$ cat src/sbsd_map.vh
`ifndef SBSD_MAP_VH
`define SBSD_MAP_VH

// ----------------------------------------------------------------
// Register byte offsets
// ----------------------------------------------------------------
`define SBSD_OFS_WORK      4'h0
`define SBSD_OFS_FLAGS     4'h4
`define SBSD_OFS_STATUS    4'h8

// ----------------------------------------------------------------
// Register word indices
// ----------------------------------------------------------------
`define SBSD_IDX_WORK      2'h0
`define SBSD_IDX_FLAGS     2'h1
`define SBSD_IDX_STATUS    2'h2

// ----------------------------------------------------------------
// Flag field positions
// ----------------------------------------------------------------
`define SBSD_FLG_BORROW    0
`define SBSD_FLG_ZERO      1
`define SBSD_FLG_HALF      2
`define SBSD_FLG_WRAP      3

// ----------------------------------------------------------------
// Status field positions
// ----------------------------------------------------------------
`define SBSD_STS_DUMMY     0
`define SBSD_STS_CNT_LSB   8

// ----------------------------------------------------------------
// Reset values
// ----------------------------------------------------------------
`define SBSD_RST_WORK      8'h00
`define SBSD_RST_FLAGS     4'h0
`define SBSD_RST_CNT       8'h00

// ----------------------------------------------------------------
// Instruction codes
// ----------------------------------------------------------------
`define SBSD_OP_NONE       2'h0
`define SBSD_OP_SUB_WORK   2'h1
`define SBSD_OP_SUB_MEM    2'h2
`define SBSD_OP_DEC_SKIP   2'h3

// ----------------------------------------------------------------
// Timing
// ----------------------------------------------------------------
`define SBSD_SKIP_CYCLES   2

`endif

$ cat src/sbsd_core.v
// Contract
// - Working register minus operand minus inverted borrow
// - Borrow cleared on negative, else set
// - Memory variant writes back, updates four flags
// - Decrement operand, skip following when zero
// - Skip inserts dummy cycle, two cycles total
// - Nonzero decrement continues in normal sequence
`timescale 1ns/10ps
`include "sbsd_map.vh"

module sbsd_core #(
	parameter DATA_W = 8
) (
	// Clock and reset
	input  wire              clk_sys_i,
	input  wire              rst_i,
	// Instruction issue
	input  wire              op_valid_i,
	input  wire [1:0]        op_code_i,
	output wire              op_ready_o,
	output wire              op_done_o,
	// Data memory operand
	input  wire [DATA_W-1:0] mem_rdata_i,
	output wire              mem_we_o,
	output wire [DATA_W-1:0] mem_wdata_o,
	// Program sequencer
	output wire              skip_o,
	// Datapath state
	output wire [DATA_W-1:0] working_register_o,
	output wire              borrow_flag_o,
	output wire              null_result_flag_o,
	output wire              half_carry_flag_o,
	output wire              signed_wrap_flag_o,
	// Wishbone slave
	input  wire              wb_cyc_i,
	input  wire              wb_stb_i,
	input  wire              wb_we_i,
	input  wire [3:0]        wb_adr_i,
	input  wire [3:0]        wb_sel_i,
	input  wire [31:0]       wb_dat_i,
	output wire [31:0]       wb_dat_o,
	output wire              wb_ack_o
);

	// ----------------------------------------------------------------
	// States
	// ----------------------------------------------------------------
	localparam [1:0] ST_RUN   = 2'b01;
	localparam [1:0] ST_DUMMY = 2'b10;

	// ----------------------------------------------------------------
	// State registers
	// ----------------------------------------------------------------
	reg [1:0]        state_reg;
	reg [1:0]        state_next;
	reg [DATA_W-1:0] work_reg;
	reg [DATA_W-1:0] work_next;
	reg              borrow_reg;
	reg              borrow_next;
	reg              zero_reg;
	reg              zero_next;
	reg              half_reg;
	reg              half_next;
	reg              wrap_reg;
	reg              wrap_next;
	reg              ready_reg;
	reg              ready_next;
	reg              done_reg;
	reg              done_next;
	reg              skip_reg;
	reg              skip_next;
	reg              mem_we_reg;
	reg              mem_we_next;
	reg [DATA_W-1:0] mem_wdata_reg;
	reg [DATA_W-1:0] mem_wdata_next;
	reg [7:0]        cnt_reg;
	reg [7:0]        cnt_next;
	reg              ack_reg;
	reg              ack_next;
	reg [31:0]       rdat_reg;
	reg [31:0]       rdat_next;

	// ----------------------------------------------------------------
	// Arithmetic
	// ----------------------------------------------------------------
	wire [DATA_W:0]   diff_full;
	wire [4:0]        diff_half;
	wire [DATA_W-1:0] diff_res;
	wire [DATA_W-1:0] dec_res;
	wire              diff_wrap;
	wire              bus_req;
	wire              bus_wr;
	wire [1:0]        bus_idx;

	assign diff_full = {1'b0, work_reg} - {1'b0, mem_rdata_i} - {{DATA_W{1'b0}}, ~borrow_reg};
	assign diff_half = {1'b0, work_reg[3:0]} - {1'b0, mem_rdata_i[3:0]} - {4'h0, ~borrow_reg};
	assign diff_res  = diff_full[DATA_W-1:0];
	assign diff_wrap = (work_reg[DATA_W-1] ^ mem_rdata_i[DATA_W-1])
		& (work_reg[DATA_W-1] ^ diff_res[DATA_W-1]);
	assign dec_res   = mem_rdata_i - {{(DATA_W-1){1'b0}}, 1'b1};

	// ----------------------------------------------------------------
	// Bus decode
	// ----------------------------------------------------------------
	// Request seen once; ack rises on the next edge
	assign bus_req = wb_cyc_i & wb_stb_i & ~ack_reg;
	// Write lands on the edge where the master samples ack,
	// so a request dropped before ack leaves the registers alone
	assign bus_wr  = wb_cyc_i & wb_stb_i & ack_reg & wb_we_i & wb_sel_i[0];
	assign bus_idx = wb_adr_i[3:2];

	// ----------------------------------------------------------------
	// Next state
	// ----------------------------------------------------------------
	always @*
	begin
		state_next     = state_reg;
		work_next      = work_reg;
		borrow_next    = borrow_reg;
		zero_next      = zero_reg;
		half_next      = half_reg;
		wrap_next      = wrap_reg;
		ready_next     = ready_reg;
		// Pulses default low every cycle
		done_next      = 1'b0;
		skip_next      = 1'b0;
		mem_we_next    = 1'b0;
		mem_wdata_next = mem_wdata_reg;
		cnt_next       = cnt_reg;
		// Software writes first; an instruction in the same cycle wins
		if (bus_wr && bus_idx == `SBSD_IDX_WORK)
			work_next = wb_dat_i[DATA_W-1:0];
		if (bus_wr && bus_idx == `SBSD_IDX_FLAGS)
		begin
			borrow_next = wb_dat_i[`SBSD_FLG_BORROW];
			zero_next   = wb_dat_i[`SBSD_FLG_ZERO];
			half_next   = wb_dat_i[`SBSD_FLG_HALF];
			wrap_next   = wb_dat_i[`SBSD_FLG_WRAP];
		end
		case (state_reg)
			ST_RUN:
			begin
				ready_next = 1'b1;
				if (op_valid_i)
				begin
					case (op_code_i)
						`SBSD_OP_SUB_WORK:
						begin
							done_next   = 1'b1;
							work_next   = diff_res;
							borrow_next = ~diff_full[DATA_W];
							zero_next   = (diff_res == {DATA_W{1'b0}});
							half_next   = ~diff_half[4];
							wrap_next   = diff_wrap;
						end
						`SBSD_OP_SUB_MEM:
						begin
							done_next      = 1'b1;
							mem_we_next    = 1'b1;
							mem_wdata_next = diff_res;
							borrow_next    = ~diff_full[DATA_W];
							zero_next      = (diff_res == {DATA_W{1'b0}});
							half_next      = ~diff_half[4];
							wrap_next      = diff_wrap;
						end
						`SBSD_OP_DEC_SKIP:
						begin
							done_next      = 1'b1;
							mem_we_next    = 1'b1;
							mem_wdata_next = dec_res;
							if (dec_res == {DATA_W{1'b0}})
							begin
								state_next = ST_DUMMY;
								ready_next = 1'b0;
								skip_next  = 1'b1;
								cnt_next   = cnt_reg + 8'h01;
							end
							else
								state_next = ST_RUN;
						end
						// Code zero is a bubble; nothing moves
						default:
							done_next = 1'b0;
					endcase
				end
			end
			ST_DUMMY:
			begin
				// Second cycle ends here
				// Issue refused here; sequencer drops the fetched word
				state_next = ST_RUN;
				ready_next = 1'b1;
			end
			default:
			begin
				state_next = ST_RUN;
				ready_next = 1'b1;
			end
		endcase
	end

	// ----------------------------------------------------------------
	// Bus read
	// ----------------------------------------------------------------
	always @*
	begin
		// Read data stands in the ack cycle only
		ack_next  = bus_req;
		rdat_next = 32'h0000_0000;
		if (bus_req && !wb_we_i)
		begin
			case (bus_idx)
				`SBSD_IDX_WORK:
					rdat_next[DATA_W-1:0] = work_reg;
				`SBSD_IDX_FLAGS:
				begin
					rdat_next[`SBSD_FLG_BORROW] = borrow_reg;
					rdat_next[`SBSD_FLG_ZERO]   = zero_reg;
					rdat_next[`SBSD_FLG_HALF]   = half_reg;
					rdat_next[`SBSD_FLG_WRAP]   = wrap_reg;
				end
				`SBSD_IDX_STATUS:
				begin
					rdat_next[`SBSD_STS_DUMMY]                      = state_reg[1];
					rdat_next[`SBSD_STS_CNT_LSB+7:`SBSD_STS_CNT_LSB] = cnt_reg;
				end
				// Unmapped words read as zero
				default:
					rdat_next = 32'h0000_0000;
			endcase
		end
	end

	// ----------------------------------------------------------------
	// Flip-flops
	// ----------------------------------------------------------------
	// Ready held low in reset; an op_valid_i in the first cycle after reset still executes
	always @(posedge clk_sys_i)
	begin
		if (rst_i)
		begin
			state_reg     <= ST_RUN;
			work_reg      <= `SBSD_RST_WORK;
			borrow_reg    <= 1'b0;
			zero_reg      <= 1'b0;
			half_reg      <= 1'b0;
			wrap_reg      <= 1'b0;
			ready_reg     <= 1'b0;
			done_reg      <= 1'b0;
			skip_reg      <= 1'b0;
			mem_we_reg    <= 1'b0;
			mem_wdata_reg <= {DATA_W{1'b0}};
			cnt_reg       <= `SBSD_RST_CNT;
			ack_reg       <= 1'b0;
			rdat_reg      <= 32'h0000_0000;
		end
		else
		begin
			state_reg     <= state_next;
			work_reg      <= work_next;
			borrow_reg    <= borrow_next;
			zero_reg      <= zero_next;
			half_reg      <= half_next;
			wrap_reg      <= wrap_next;
			ready_reg     <= ready_next;
			done_reg      <= done_next;
			skip_reg      <= skip_next;
			mem_we_reg    <= mem_we_next;
			mem_wdata_reg <= mem_wdata_next;
			cnt_reg       <= cnt_next;
			ack_reg       <= ack_next;
			rdat_reg      <= rdat_next;
		end
	end

	// ----------------------------------------------------------------
	// Outputs
	// ----------------------------------------------------------------
	assign op_ready_o         = ready_reg;
	assign op_done_o          = done_reg;
	assign mem_we_o           = mem_we_reg;
	assign mem_wdata_o        = mem_wdata_reg;
	assign skip_o             = skip_reg;
	assign working_register_o = work_reg;
	assign borrow_flag_o      = borrow_reg;
	assign null_result_flag_o = zero_reg;
	assign half_carry_flag_o  = half_reg;
	assign signed_wrap_flag_o = wrap_reg;
	assign wb_dat_o           = rdat_reg;
	assign wb_ack_o           = ack_reg;

endmodule // sbsd_core

$ cat config.mk
export PLATFORM = sky130hd
export DESIGN_NAME = sbsd_core
export DESIGN_NICKNAME = d
export VERILOG_FILES = /design/src/sbsd_core.v
export VERILOG_INCLUDE_DIRS = /design/src
export SDC_FILE = /design/constraint.sdc
export NUM_CORES = 1
export LEC_CHECK = 0
export ABC_AREA = 0
export BUFFER_PORTS_ARGS = -buffer_cell sky130_fd_sc_hd__buf_2
export CAP_MARGIN = 20
export CORE_MARGIN = 8
export CORE_UTILIZATION = 40
export DETAILED_ROUTE_END_ITERATION = 8
export PLACE_DENSITY_LB_ADDON = 0.15
export SYNTH_ARGS = -nofsm -noshare
export SYNTH_HDL_FRONTEND = slang
export SYNTH_SLANG_ARGS = --single-unit
$ cat constraint.sdc
create_clock -name clk_sys_i -period 5 [get_ports clk_sys_i]
set_input_delay 0 -clock clk_sys_i [delete_from_list [all_inputs] [get_ports clk_sys_i]]
set_output_delay 0 -clock clk_sys_i [all_outputs]
set_load 0.005 [all_outputs]
==> out/metrics.csv <==
metric,value,unit
#FFs+latches synth,51,
slew margin rel.,56.2,%
first-pass GRT wire length,12.1,mm
register area share after synthesis,33.4,%
crit path DAT,2.94,ns
Setup TNS Final,0,ns
global route total overflow,0,
clk_skew,0.0128,ns
CTS Buf Count,5,
post-CTS setup buffers,0,
Worst-path clk slew,0.11,ns
final WL,7.59,mm
dpl ws,2.28,ns
wl on met1,3.66,mm
CTS tree,built,
diodes inserted,0,
number of remaining DRC errors,0,
Worst Path Required,5.20,ns
core area,7570,um^2
CTS Root Cell,clkbuf_8,
number of global-route vias before repair,2452,
First DRT Iteration DRCs,75,
final worst slack,2.26,ns
Syn Std Cell Area,3060,um^2
total chip power,899,uW
Cells after Synth,342,
Pins Over Slew Limit,0,
GP Congestion,0.835,
DRT Pass-1 Iters,4,
Mapped Avg Cell Area,8.94,um^2
number of flops mapped to enable cells by yosys,0,
Starting Density,40.4,%
WS Path Type,reg -> reg,
Worst path most repeated cell,inv_1,
Peak VDD IR,0.120,mV
worst slew pin tran,0.657,ns
clk_lat worst skew,0.31,ns
status,"complete, no violations",
Cell variety after synth,65,
worst min-delay path category,in -> reg,
Via Count,2518,
number of flip-flops under the largest register name,16,
peak per-stage delay on the critical path,0.59,ns
initial antenna violation count,0,
Longest Clk Path Bufs,2,
"area leader, netlist",dfxtp_1,
CP Cell Sequence,"inv_1, fa_1, inv_1, ha_1, o21ai_0, nand3_1, a2111oi_1, or3_1, o211ai_1",
"FFs w/ async S/R, synth",0,%
Layout area overhead,14.4,%
Fillers,777,
Yosys top cell area share,33.4,%
WL met3,488,um
largest cells by area after synthesis,"dfxtp_1 (33%), ha_1 (8.6%), mux2i_1 (4.6%)",
DR vias/cell,4.97,
Clock Sinks,51,
HPWL after detailed placement,5.98,mm
die width,103,um
Final ANT Viol Nets,0,
Power Dens Cells,257,nW/um^2
Storage cell area,1020,um^2
wire length per cell,15.0,um
gr usage total,14.3,%
crit start category,flip-flop,
htree depth,2,
Post-layout nets,483,
Fin. Hold Viols,0,
final setup fails,0,
full die area,10700,um^2
LEAKAGE,1.70,nW
row count,32,
"Period Utilization, post-route",54.9,%
RSZ-0062 raised after global routing,no,
chip height,103,um
largest net degree at the start of global routing,37,
Ys Warns,0,
Crit. End Element,flip-flop,
share of layout cells above drive strength 1,23.7,%
met2 wire len,3.40,mm
Fmax,364,MHz
prevailing post-synth register cell,dfxtp_1,
CP max stage cell,a2111oi_1,
Tmin final,2.74,ns
multi-input gate area in the final layout,1780,um^2
top sig layer,met4,
IO buf count,67,
num ports,113,
max_cap viols,0,
CP max FO,4,
==> cells in the mapped netlist (2+ instances only) <==
master	count
a211oi_1	10
a21oi_1	15
and2_1	10
and3_1	5
and3b_1	2
buf_2	5
buf_4	16
buf_6	2
clkbuf_1	5
dfxtp_1	51
fa_1	2
ha_1	21
inv_1	29
mux2_1	3
mux2_2	2
mux2i_1	14
nand2_1	16
nand2b_1	3
nand3_1	11
nand3b_1	2
nor2_1	23
nor2b_1	3
nor3_1	8
nor3b_1	2
nor4_1	8
nor4b_1	2
o211a_1	4
o211ai_1	2
o21ai_0	7
o21ai_1	2
o311ai_1	3
o31ai_1	2
o41ai_1	3
o41ai_2	2
or2_2	5
or3_1	4
or3_4	2
or4_1	2
xnor2_1	5
xor2_1	4
==> cell type report <==
class / count / area share, %
multi-input cells: 246 / 50.8
clock buffers: 5 / 1.97
well taps: 102 / 3.65
inverters: 30 / 3.22
repair buffers: 70 / 10.4
clock inverters: 3 / 0.823
flip-flops and latches: 51 / 29.2
==> power by group <==
part	internal, mW	leakage (nW)	total, mW	switching (mW)
logic	0.0839	1.24	0.216	0.132
clock network	0.104	0.0502	0.253	0.149
registers	0.419	0.414	0.429	0.0103
total	0.607	1.70	0.899	0.292
==> placed cells by master, fill, tap and decap left out, types with 3 or more instances in the layout <==
master and count:
mux2_1 3, o21ai_0 7, xnor2_1 5, ha_1 21
a211oi_1 10, or2_2 5, o311ai_1 3, buf_2 67
or3_1 4, nor3_1 8, nor4_1 8, mux2i_1 14
nor2b_1 3, nand3_1 11, o211a_1 4, xor2_1 4
and2_1 10, clkbuf_8 5, nand2_1 16, conb_1 16
a21oi_1 15, and3_1 5, nand2b_1 3, inv_1 29
nor2_1 23, o41ai_1 3, dfxtp_1 51
==> cell families (layout without fill, tap and decap cells) <==
kind of cell / Yosys count / in the layout / share of synthesized area [%]
other: 1 / 16 / 0.123
buffers and inverters: 60 / 108 / 10.4
XOR/XNOR: 9 / 9 / 2.58
flip-flops: 51 / 51 / 33.4
multiplexers: 19 / 19 / 6.42
AO/OA/AOI/OAI: 61 / 61 / 15.3
AND/OR/NAND/NOR: 118 / 118 / 21.9
adder cells (fa/ha/maj): 23 / 23 / 9.90
==> critical path: cells and delay by family, from the launching register on <==
kind                       cells  cell delay, ns
AOI/OAI and AO/OA              3            0.94
and+or+nand+nor                2            0.47
buffers and inverters          2            0.12
DFF                            1            0.42
adders and majority gates      2            0.68
==> path summary, 6_finish.rpt <==
path,to,slack (ns),depth (start not counted),from
worst max register to register,signed_wrap_flag_o,2.26,9,borrow_flag_o
worst min-delay path,wb_dat_o[0],0.02,3,wb_we_i
worst min register to register,mem_wdata_o[4],0.46,2,mem_wdata_o[4]
worst max-delay path,signed_wrap_flag_o,2.26,9,borrow_flag_o
==> metal layers <==
metal / up-vias / global-route usage [%]
li1: 1303 / -
met1: 1144 / 18.6
met2: 66 / 23.9
met3: 5 / 3.01
met4: 0 / 3.00
met5: - / 0
==> stage by stage <==
| step | std cells | hold slack, ns | util, % | cell area, um^2 |
|---|---|---|---|---|
| 2_1_floorplan | 357 | 0.171 | - | 3110 |
| 3_3_place_gp | 497 | 0.303 | 44.7 | 3380 |
| 3_5_place_dp | 497 | 0.303 | 44.7 | 3380 |
| 4_1_cts | 507 | 0.0119 | 46.2 | 3500 |
| 5_1_grt | 507 | 0.0255 | 46.2 | 3500 |
| 6_report | 507 | 0.0248 | 46.2 | 3500 |
==> repair_timing <==
| action | 4_1_cts | 5_1_grt |
|---|---|---|
| resized for setup | 0 | 0 |
| endpoints found under the hold margin | 1 | 0 |
| endpoints found under the setup margin | 0 | 0 |
| hold buffers | 2 | 0 |
Note: power is estimated with default switching activity, not from simulation.
